### src/rtl/lu_cfg.svh
`ifndef LU_CFG_SVH
`define LU_CFG_SVH

// ****************************************************************
// register indices, byte address is four times the index
// ****************************************************************
`define LU_IDX_IDENTITY   8'h00
`define LU_IDX_ALB        8'h01
`define LU_IDX_RLB        8'h02
`define LU_IDX_TAO        8'h03
`define LU_IDX_LOS_ST     8'h04
`define LU_IDX_DF_ST      8'h05
`define LU_IDX_LOS_IE     8'h06
`define LU_IDX_DF_IE      8'h07
`define LU_IDX_LOS_CHG    8'h08
`define LU_IDX_DF_CHG     8'h09
`define LU_IDX_DLB        8'h0C
`define LU_IDX_CONFIG     8'h1E

// ****************************************************************
// field positions and reset values
// ****************************************************************
`define LU_ID_IMP_BIT     7
`define LU_ID_PORT_LSB    3
`define LU_ID_REV_LSB     0
`define LU_PORT_COUNT     4'h8
`define LU_REV_DEFAULT    3'h1
`define LU_CFG_CWS_BIT    0
`define LU_CFG_JATX_BIT   1
`define LU_CFG_JARX_BIT   2
`define LU_CTRL_RESET     8'h00
`define LU_NCH            8
`define LU_NSYNC          33

`endif

### src/rtl/lu_pkg.sv
package lu_pkg;

  // ****************************************************************
  // carriers
  // ****************************************************************
  typedef struct packed {
    logic [7:0] tip;
    logic [7:0] ring;
  } lu_pair_s;

  typedef struct packed {
    logic [7:0] pos;
    logic [7:0] neg;
  } lu_rail_s;

  typedef logic [32:0] lu_sync_t;

  // ****************************************************************
  // whole state of the register bank
  // ****************************************************************
  typedef struct packed {
    lu_sync_t    s1;
    lu_sync_t    s2;
    lu_sync_t    s3;
    lu_sync_t    filt;
    logic [7:0]  alb;
    logic [7:0]  rlb;
    logic [7:0]  dlb;
    logic [7:0]  tao;
    logic [7:0]  los_ie;
    logic [7:0]  df_ie;
    logic [7:0]  los_st;
    logic [7:0]  df_st;
    logic [7:0]  los_chg;
    logic [7:0]  df_chg;
    logic        cws;
    logic        ja_tx;
    logic        ja_rx;
    logic        imp;
    logic        rst_seen;
    logic        ap_valid;
    logic        ap_write;
    logic [7:0]  ap_idx;
    logic [31:0] hrdata;
    logic        ones_pol;
    logic        tick_prev;
    lu_rail_s    ja_rx_q;
    lu_rail_s    ja_tx_q;
    lu_pair_s    line_tx;
    lu_rail_s    sys_rx;
  } lu_state_s;

endpackage : lu_pkg

### src/rtl/lu_regs.sv
// Chosen here: the AHB-Lite register port.
`timescale 1ns/1ps
`default_nettype none
`include "lu_cfg.svh"

module lu_regs
  import lu_pkg::*;
#(
  parameter logic [2:0] REVISION = `LU_REV_DEFAULT  // arbitrary value
) (
  // clock and reset
  input  wire logic        ref_clk_i,
  input  wire logic        rst_i,
  // ahb-lite slave
  input  wire logic        hsel_i,
  input  wire logic [31:0] haddr_i,
  input  wire logic [1:0]  htrans_i,
  input  wire logic        hwrite_i,
  input  wire logic [2:0]  hsize_i,
  input  wire logic        hready_i,
  input  wire logic [31:0] hwdata_i,
  output logic      [31:0] hrdata_o,
  output logic             hreadyout_o,
  output logic             hresp_o,
  // straps and detectors (asynchronous pins)
  input  wire logic        impedance_variant_bit_i,
  input  wire logic [7:0]  signal_loss_raw_i,
  input  wire logic [7:0]  driver_fault_raw_i,
  input  wire logic        mclk_tick_i,
  // line side
  input  wire lu_pair_s    line_rx_i,
  output lu_pair_s         line_tx_o,
  // system side
  input  wire lu_rail_s    sys_tx_i,
  output lu_rail_s         sys_rx_o,
  // interrupt request
  output logic             irq_o
);

  // ****************************************************************
  // state
  // ****************************************************************
  lu_state_s q;
  lu_state_s d;

  // read value of one register index; unmapped reads give zero
  function automatic logic [7:0] read_mux(input lu_state_s s, input logic [7:0] idx,
                                          input logic [2:0] rev);
    logic [7:0] v;
    v = 8'h00;
    case (idx)
      `LU_IDX_IDENTITY: begin
        v[`LU_ID_IMP_BIT]                   = s.imp;
        v[`LU_ID_PORT_LSB +: 4]             = `LU_PORT_COUNT;
        v[`LU_ID_REV_LSB +: 3]              = rev;
      end
      `LU_IDX_ALB:     v = s.alb;
      `LU_IDX_RLB:     v = s.rlb;
      `LU_IDX_TAO:     v = s.tao;
      `LU_IDX_LOS_ST:  v = s.los_st;
      `LU_IDX_DF_ST:   v = s.df_st;
      `LU_IDX_LOS_IE:  v = s.los_ie;
      `LU_IDX_DF_IE:   v = s.df_ie;
      `LU_IDX_LOS_CHG: v = s.los_chg;
      `LU_IDX_DF_CHG:  v = s.df_chg;
      `LU_IDX_DLB:     v = s.dlb;
      `LU_IDX_CONFIG: begin
        v[`LU_CFG_CWS_BIT]  = s.cws;
        v[`LU_CFG_JATX_BIT] = s.ja_tx;
        v[`LU_CFG_JARX_BIT] = s.ja_rx;
      end
      default:         v = 8'h00;
    endcase
    return v;
  endfunction : read_mux

  // true when the byte address lands on an aligned word of the map
  function automatic logic addr_ok(input logic [31:0] a);
    return (a[31:10] == 22'h000000) && (a[1:0] == 2'h0);
  endfunction : addr_ok

  // ****************************************************************
  // next-state logic
  // ****************************************************************
  lu_sync_t   raw;
  logic       take;
  logic       wr_now;
  logic       rd_clear;
  logic [7:0] wbyte;
  logic [7:0] los_new;
  logic [7:0] df_new;
  logic       tick_new;
  lu_rail_s   rx_src;
  lu_rail_s   rx_ja;
  lu_rail_s   tx_ja;
  lu_rail_s   sys_tx;
  logic [7:0] ja_lb;

  // gather asynchronous pins into one vector for the synchroniser
  assign raw = {mclk_tick_i, signal_loss_raw_i, driver_fault_raw_i,
                line_rx_i.tip, line_rx_i.ring};

  always_comb begin
    d = q;

    // three-stage synchroniser; a change counts once stages 2 and 3 agree
    d.s1 = raw;
    d.s2 = q.s1;
    d.s3 = q.s2;
    for (int i = 0; i < `LU_NSYNC; i++) begin
      if (q.s2[i] == q.s3[i]) begin
        d.filt[i] = q.s3[i];
      end
    end

    // filtered detector levels, bit k is channel k+1
    tick_new = q.filt[32];
    los_new  = q.filt[31:24];
    df_new   = q.filt[23:16];

    // status follows the detector even in loopback
    d.los_st = los_new;
    d.df_st  = df_new;

    // ahb address phase capture; hreadyout never stalls
    take     = hsel_i && htrans_i[1] && hready_i;
    d.ap_valid = take;
    d.ap_write = hwrite_i;
    d.ap_idx   = addr_ok(haddr_i) ? haddr_i[9:2] : 8'hFF;
    wr_now   = q.ap_valid && q.ap_write;
    wbyte    = hwdata_i[7:0];

    // read data is prepared at the address phase and stands in the data phase
    d.hrdata = 32'h00000000;
    rd_clear = 1'b0;
    if (take && !hwrite_i) begin
      d.hrdata = {24'h000000, read_mux(q, d.ap_idx, REVISION)};
      rd_clear = !q.cws;
    end

    // control writes; identity and status indices fall through untouched
    if (wr_now) begin
      case (q.ap_idx)
        `LU_IDX_ALB:    d.alb    = wbyte;
        `LU_IDX_RLB:    d.rlb    = wbyte;
        `LU_IDX_TAO:    d.tao    = wbyte;
        `LU_IDX_LOS_IE: d.los_ie = wbyte;
        `LU_IDX_DF_IE:  d.df_ie  = wbyte;
        `LU_IDX_DLB:    d.dlb    = wbyte;
        `LU_IDX_CONFIG: begin
          d.cws   = wbyte[`LU_CFG_CWS_BIT];
          d.ja_tx = wbyte[`LU_CFG_JATX_BIT];
          d.ja_rx = wbyte[`LU_CFG_JARX_BIT];
        end
        default: ;
      endcase
    end

    // change flags: clear first, then any toggle sets; the set wins
    if (rd_clear && d.ap_idx == `LU_IDX_LOS_CHG) begin
      d.los_chg = 8'h00;
    end
    if (rd_clear && d.ap_idx == `LU_IDX_DF_CHG) begin
      d.df_chg = 8'h00;
    end
    if (wr_now && q.cws && q.ap_idx == `LU_IDX_LOS_CHG) begin
      d.los_chg = q.los_chg & ~wbyte;
    end
    if (wr_now && q.cws && q.ap_idx == `LU_IDX_DF_CHG) begin
      d.df_chg = q.df_chg & ~wbyte;
    end
    d.los_chg = d.los_chg | (los_new ^ q.los_st);
    d.df_chg  = d.df_chg | (df_new ^ q.df_st);

    // all-ones polarity alternates on each master-clock tick, never on sys clock
    d.tick_prev = tick_new;
    if (tick_new && !q.tick_prev) begin
      d.ones_pol = !q.ones_pol;
    end

    // receive source: analog loopback takes our own transmit pair
    sys_tx = sys_tx_i;
    for (int c = 0; c < `LU_NCH; c++) begin
      rx_src.pos[c] = q.alb[c] ? q.line_tx.tip[c]  : q.filt[8 + c];
      rx_src.neg[c] = q.alb[c] ? q.line_tx.ring[c] : q.filt[c];
    end

    // jitter attenuator modelled as one retiming stage; in analog loopback
    // either side's enable keeps it in the path
    ja_lb     = q.alb & {8{q.ja_tx | q.ja_rx}};
    d.ja_rx_q = rx_src;
    d.ja_tx_q = sys_tx;
    rx_ja.pos = (ja_lb | {8{q.ja_rx}}) & q.ja_rx_q.pos |
                ~(ja_lb | {8{q.ja_rx}}) & rx_src.pos;
    rx_ja.neg = (ja_lb | {8{q.ja_rx}}) & q.ja_rx_q.neg |
                ~(ja_lb | {8{q.ja_rx}}) & rx_src.neg;
    tx_ja     = q.ja_tx ? q.ja_tx_q : sys_tx;

    // line transmit: all-ones beats remote loopback beats system rails
    d.line_tx.tip  = (q.tao & {8{q.ones_pol}}) |
                     (~q.tao & q.rlb & rx_ja.pos) |
                     (~q.tao & ~q.rlb & tx_ja.pos);
    d.line_tx.ring = (q.tao & {8{!q.ones_pol}}) |
                     (~q.tao & q.rlb & rx_ja.neg) |
                     (~q.tao & ~q.rlb & tx_ja.neg);

    // system receive: digital loopback returns the system rails; with remote
    // loopback also set the channel runs both loops at once
    d.sys_rx.pos = (q.dlb & tx_ja.pos) | (~q.dlb & rx_ja.pos);
    d.sys_rx.neg = (q.dlb & tx_ja.neg) | (~q.dlb & rx_ja.neg);

    // synchronous reset; the impedance strap is caught while reset is held
    d.rst_seen = rst_i;
    if (rst_i) begin
      d          = '0;
      d.alb      = `LU_CTRL_RESET;
      d.rlb      = `LU_CTRL_RESET;
      d.dlb      = `LU_CTRL_RESET;
      d.tao      = `LU_CTRL_RESET;
      d.los_ie   = `LU_CTRL_RESET;
      d.df_ie    = `LU_CTRL_RESET;
      d.imp      = impedance_variant_bit_i;
      d.rst_seen = 1'b1;
    end
  end

  // ****************************************************************
  // state register
  // ****************************************************************
  always_ff @(posedge ref_clk_i) begin
    q <= d;
  end

  // ****************************************************************
  // outputs
  // ****************************************************************
  // zero-wait slave; every transfer answers OKAY
  assign hreadyout_o = 1'b1;
  assign hresp_o     = 1'b0;
  assign hrdata_o    = q.hrdata;
  assign line_tx_o   = q.line_tx;
  assign sys_rx_o    = q.sys_rx;

  // level request from latched flags gated by per-channel enables
  assign irq_o = |((q.los_chg & q.los_ie) | (q.df_chg & q.df_ie));

endmodule : lu_regs
`default_nettype wire
### config.mk
export PLATFORM = sky130hd
export DESIGN_NAME = lu_regs
export DESIGN_NICKNAME = d
export VERILOG_FILES = /design/src/rtl/lu_pkg.sv /design/src/rtl/lu_regs.sv
export VERILOG_INCLUDE_DIRS = /design/src /design/src/rtl
export SDC_FILE = /design/constraint.sdc
export NUM_CORES = 1
export LEC_CHECK = 0
export BUFFER_PORTS_ARGS = -buffer_cell sky130_fd_sc_hd__buf_2
export CAP_MARGIN = 30
export CORE_MARGIN = 5
export CORE_UTILIZATION = 35
export CTS_CLUSTER_DIAMETER = 150
export DETAILED_ROUTE_END_ITERATION = 16
export GPL_ROUTABILITY_DRIVEN = 0
export PLACE_DENSITY = 0.61
export SYNTH_ARGS = -nofsm -noshare
export SYNTH_HDL_FRONTEND = slang
export SYNTH_SLANG_ARGS = --single-unit
### constraint.sdc
create_clock -name ref_clk_i -period 5.5 [get_ports ref_clk_i]
set_input_delay 0.275 -clock ref_clk_i [delete_from_list [all_inputs] [get_ports ref_clk_i]]
set_output_delay 0.275 -clock ref_clk_i [all_outputs]
set_load 0.01 [all_outputs]
==> flow_summary.ini, run 1 <==
[setup_path]
cp_num_buf_inv = 0
path_class = reg2reg
worst-path-max-fanout = 11
r2r_slack_ns = 3.07
critPathRequiredTime_ns = 5.88
critPathLaunchType = register
crit_slowest_cell = or3_1
worstPathArrival_ns = 2.81
crit_family = simple AND/OR/NAND/NOR gates
worstPathCellList = nor4b_4, nand3_1, or3_1, mux2i_1, nor2_1
endpoint_kind = register
cp_slowest_stage_delay_ns = 0.80

[die]
die_w_um = 194
rows = 67
die_y_um = 194
initial_utilization_pct = 35.4
core_area_sq_um = 33400
ios = 191
die_area_sq_um = 37600

[finish]
fill_cells = 3311
syn_to_final_growth_pct = 18.0
final_cells = 1802
design_area_sq_um = 14000
regArea_sq_um = 6020
antenna_cells = 0
layout-drive-gt1-share_pct = 15.4
finalNetCount = 1454
multi_input_area_sq_um = 5030

[synth]
ys_types = 59
synthTopCellsByArea = dfxtp_1 (51%), nor2b_1 (8.2%), mux2i_1 (6.3%)
synth_top_area_share_pct = 50.6
synth-main-ff-cell = dfxtp_1
synth_area_per_cell_sq_um = 9.64
syn_inst = 1227
synth_edf_count = 1
synth_common_cells = dfxtp_1 (299), nor2b_1 (156), nor2_1 (89), mux2i_1 (74), a21oi_1 (70)
syn_area_sq_um = 11800
yosysMostFrequentCell = dfxtp_1
synth-seq-cells = 300
ys_seq_area_share_pct = 50.8
synth-async-reset-ratio_pct = 0
yosysTopAreaCell = dfxtp_1
yosysWarnings = 0

[cts]
cts_root_buf = clkbuf_16
clkTransAtPathRegs_ns = 0.05
clock_path_buffers = 3
cts.hold.buffers_added = 45
cts_tree = yes
post-cts-setup-buffers = 0
cts_buffers = 34
clkSinkCount = 300
cts_max_level = 2
cts_resized = 0
insertion_delay_ns = 0.53

[drt]
drtIter0Drc = 602
drc = 0
top_layer_used = met4
drt-total-wl_mm = 30.2
via_per_inst = 4.96
num_vias = 8939
wl_met3_mm = 2.19
wire_per_inst_um = 16.8
dr_wl_met2_mm = 13.3
dr.pass1.iters = 8
wl_met1_mm = 13.9
ant_nets = 0

[grt]
grt_pass1_wl_mm = 47.2
grt_pass1_vias = 8469
overflow = 0
antenna_found_initial = 0
grt_usage_pct = 15.4
grt_max_degree = 134

[placement]
place_area_sq_um = 12400
placed_cells = 1696
dp.final_hpwl_mm = 20.8
place.port_buffers = 136

[hold_path]
hp-class = in2reg

[pwr]
leakagePower_nw = 5.44
ir_worst_vdd_mv = 0.175
p_per_area_nw_per_um2 = 332

[timing]
fin_crit_ns = 2.43
worst_slew_pin_slew_ns = 1.02
fin_hold_ws_ns = -0.00555
tns_ns = 0
clock.fmax_mhz = 411
relSlewSlack_pct = 30.8
skew_ns = 0.0106
finalHoldViolCount = 1
finalCritPeriodShare_pct = 44.2
setup_viol_count_final = 0
drv_slew = 0
rsz0062_at_grt = no

[outcome]
violations = negative hold slack
run_status = complete, but fails checks

[flow_run]
drv_cap = 0
[final timing paths]
kind / depth (start not counted) / to / from
max: 5 / q[156] / q[103]
min: 2 / q[304] / line_rx_i[12]
max reg2reg: 5 / q[156] / q[103]
min reg2reg: 1 / q[265] / q[298]
[registers in the layout (all words and copies together) (netlist names)]
register   count
los_new        8
line_tx_o     16
hrdata_o       8
df_new         8
q            244
sys_rx_o      16
[final cells by class]
cell class,instances,area share [%]
clock inverters,7,0.636
inverters,19,0.511
flip-flops and latches,300,43.1
repair buffers,186,8.58
multi-input cells,789,36.0
well taps,448,4.02
clock buffers,53,7.11
[cell usage in the layout (no fill, tap or decap), types with 8 or more instances in the layout]
master	instances
dfxtp_1	298
nor2b_1	156
buf_2	135
nor2_1	89
mux2i_1	74
a21oi_1	70
nand2_1	60
a211oi_1	49
o21ai_0	47
dlygate4sd3_1	45
clkbuf_16	34
o22ai_1	32
conb_1	26
xnor2_1	17
inv_1	17
nand2b_1	17
o22a_1	16
a211o_1	16
nand3_1	12
clkbuf_1	12
o21ai_1	11
mux2_2	10
nand4_1	9
clkbuf_8	8
[cell families (layout without fill, tap and decap cells)]
logic type	Yosys count	count (layout)	share of synthesized area, %
compound gates	278	278	15.3
xor+xnor	17	17	1.26
buf+inv	162	265	7.38
flops	300	300	50.8
mux	89	89	7.69
other cells	2	26	0.0635
simple gates	379	379	17.5
[worst register-to-register path, stage by stage, from the launching register on]
cell and delay (ns):
dfxtp_1 0.32, nor4b_4 0.38, nand3_1 0.50, or3_1 0.80, mux2i_1 0.25, nor2_1 0.05
[routing by layer]
| layer | vias to the layer above | global-route usage [%] |
|---|---|---|
| met5 | - | 0 |
| met4 | 0 | 4.40 |
| met3 | 63 | 3.86 |
| met2 | 305 | 23.9 |
| met1 | 4190 | 21.3 |
| li1 | 4381 | - |
[stage by stage]
step	total power [mW]	setup slack [ns]	hold WS, ns	util, %
3_3_place_gp	2.49	3.00	0.427	37.1
5_1_grt	4.80	2.93	0.00862	41.7
3_5_place_dp	2.49	2.97	0.420	37.1
2_1_floorplan	2.44	3.71	0.374	-
4_1_cts	4.68	3.06	0.00238	41.7
6_report	4.63	3.07	-0.00555	41.7
[power breakdown]
group | leakage (nW) | switching (mW) | internal, mW
clock | 0.521 | 0.902 | 1.26
combinational | 2.47 | 0.122 | 0.0965
sequential | 2.45 | 0.0281 | 2.22
Power figures use the tool's default switching activity.
==> run 2: changes to the inputs <==
==> constraint.sdc (replaced) <==
create_clock -name ref_clk_i -period 2.4 [get_ports ref_clk_i]
set_input_delay 0.12 -clock ref_clk_i [delete_from_list [all_inputs] [get_ports ref_clk_i]]
set_output_delay 0.12 -clock ref_clk_i [all_outputs]
set_load 0.01 [all_outputs]
==> flow_summary.ini, run 2 (synthesized netlist as in run 1, its figures left out) <==
[outcome]
run_status = completed

[timing]
drv_slew = 0
setup_viol_count_final = 0
relSlewSlack_pct = 46.4
rsz0062_at_grt = no
finalCritPeriodShare_pct = 85.1
skew_ns = 0.0135
finalHoldViolCount = 0
clock.fmax_mhz = 490
fin_ws_ns = 0.358
worst_slew_pin_slew_ns = 0.803
fin_crit_ns = 2.04
tns_ns = 0

[pwr]
leakagePower_nw = 5.64
ir_worst_vdd_mv = 0.508
p_per_area_nw_per_um2 = 727
p_clk_share_pct = 45.2
internal_power_mw = 8.14
power_switching_mw = 2.29
power.total_mw = 10.4
swShare_pct = 22.0
seq_power_share_pct = 49.5
combPwrFrac_pct = 5.3

[cts]
cts_buffers = 31
cts_max_level = 1
cts_tree = yes
clkTransAtPathRegs_ns = 0.06
clock_path_buffers = 3
post-cts-setup-buffers = 0
cts_root_buf = clkbuf_16
insertion_delay_ns = 0.56
clkSinkCount = 300

[grt]
grt_usage_pct = 15.2
antenna_found_initial = 1
grt_pass1_vias = 8689
overflow = 0
grt_max_degree = 79
grt_pass1_wl_mm = 47.4

[setup_path]
endpoint_kind = register
worst-path-max-fanout = 8
path_class = reg2reg
worstPathArrival_ns = 2.47
critPathLaunchType = register
critPathRequiredTime_ns = 2.83

[drt]
wire_per_inst_um = 16.3
drc = 0
via_per_inst = 4.89
ant_nets = 0
num_vias = 9010
dr.pass1.iters = 5
drt-total-wl_mm = 30.1
drtIter0Drc = 501

[finish]
mostFrequentLayoutCell = dfxtp_1
layout-drive-gt1-share_pct = 16.0
fill_cells = 3241
final_cell_mix = dfxtp_1 (298), nor2b_1 (156), buf_2 (135), nor2_1 (89), mux2i_1 (74)
final_cells = 1844
largest_reg_flops = 244
antenna_cells = 0
design_area_sq_um = 14300
regMostFlops = q
finalNetCount = 1497
syn_to_final_growth_pct = 21.2

[placement]
placed_cells = 1715
place_area_sq_um = 12600
dp_slack_ns = 0.362
place.port_buffers = 136
dp.final_hpwl_mm = 21.4

[die]
rows = 67
ios = 191
die_w_um = 194
initial_utilization_pct = 35.4
die_y_um = 194
die_area_sq_um = 37600
core_area_sq_um = 33400

[hold_path]
hp-class = in2reg

[flow_run]
drv_cap = 0
## run 2: area by class of cell
cell class / count / area (sq um) / area share, %
inverters: 19 / 71.3 / 0.497
clock inverters: 7 / 81.3 / 0.567
flip-flops and latches: 300 / 6020 / 42.0
multi-input cells: 789 / 5030 / 35.1
well taps: 448 / 561 / 3.91
clock buffers: 49 / 935 / 6.52
repair buffers: 232 / 1640 / 11.5
## run 2: worst max-delay path, cell delays in order, from the launching register on
cell	delay, ns
dfxtp_1	0.32
nor4b_4	0.39
nand4b_4	0.22
or4_1	0.67
o21ai_1	0.22
o22ai_1	0.09
## run 2: routing by layer
| metal | part of all wire, % | track usage (%) | vias to the layer above |
|---|---|---|---|
| li1 | - | - | 4477 |
| met1 | 47 | 21.0 | 4230 |
| met2 | 45 | 24.6 | 261 |
| met3 | 6.0 | 2.97 | 42 |
| met4 | 2.3 | 3.93 | 0 |
| met5 | 0 | 0 | - |
## run 2: worst paths after layout
kind / cells after the start / slack (ns) / to / from
worst max-delay path: 5 / 0.36 / q[116] / q[103]
worst min-delay path: 5 / 0.03 / q[99] / haddr_i[23]
worst max register to register: 5 / 0.36 / q[116] / q[103]
worst min register to register: 1 / 0.43 / q[261] / q[294]
## run 2: repair_timing
item,4_1_cts,5_1_grt
gates resized for setup,0,0
endpoints found under the hold margin,120,0
hold buffers,73,0
## run 2: power groups by stage
stage,registers [mW],clock network [mW],logic [mW]
detailed placement,5.27,0,0.466
floorplan,5.24,0,0.337
global placement,5.26,0,0.460
global route,5.17,5.05,0.613
finish,5.16,4.71,0.557
CTS,5.16,4.83,0.560
## run 2: through the flow
| step | hold slack [ns] | utilization [%] |
|---|---|---|
| 2_1_floorplan | 0.219 | - |
| 3_3_place_gp | 0.303 | 37.7 |
| 3_5_place_dp | 0.310 | 37.7 |
| 4_1_cts | 0.00252 | 42.9 |
| 5_1_grt | 0.0678 | 42.9 |
| 6_report | 0.0311 | 42.9 |
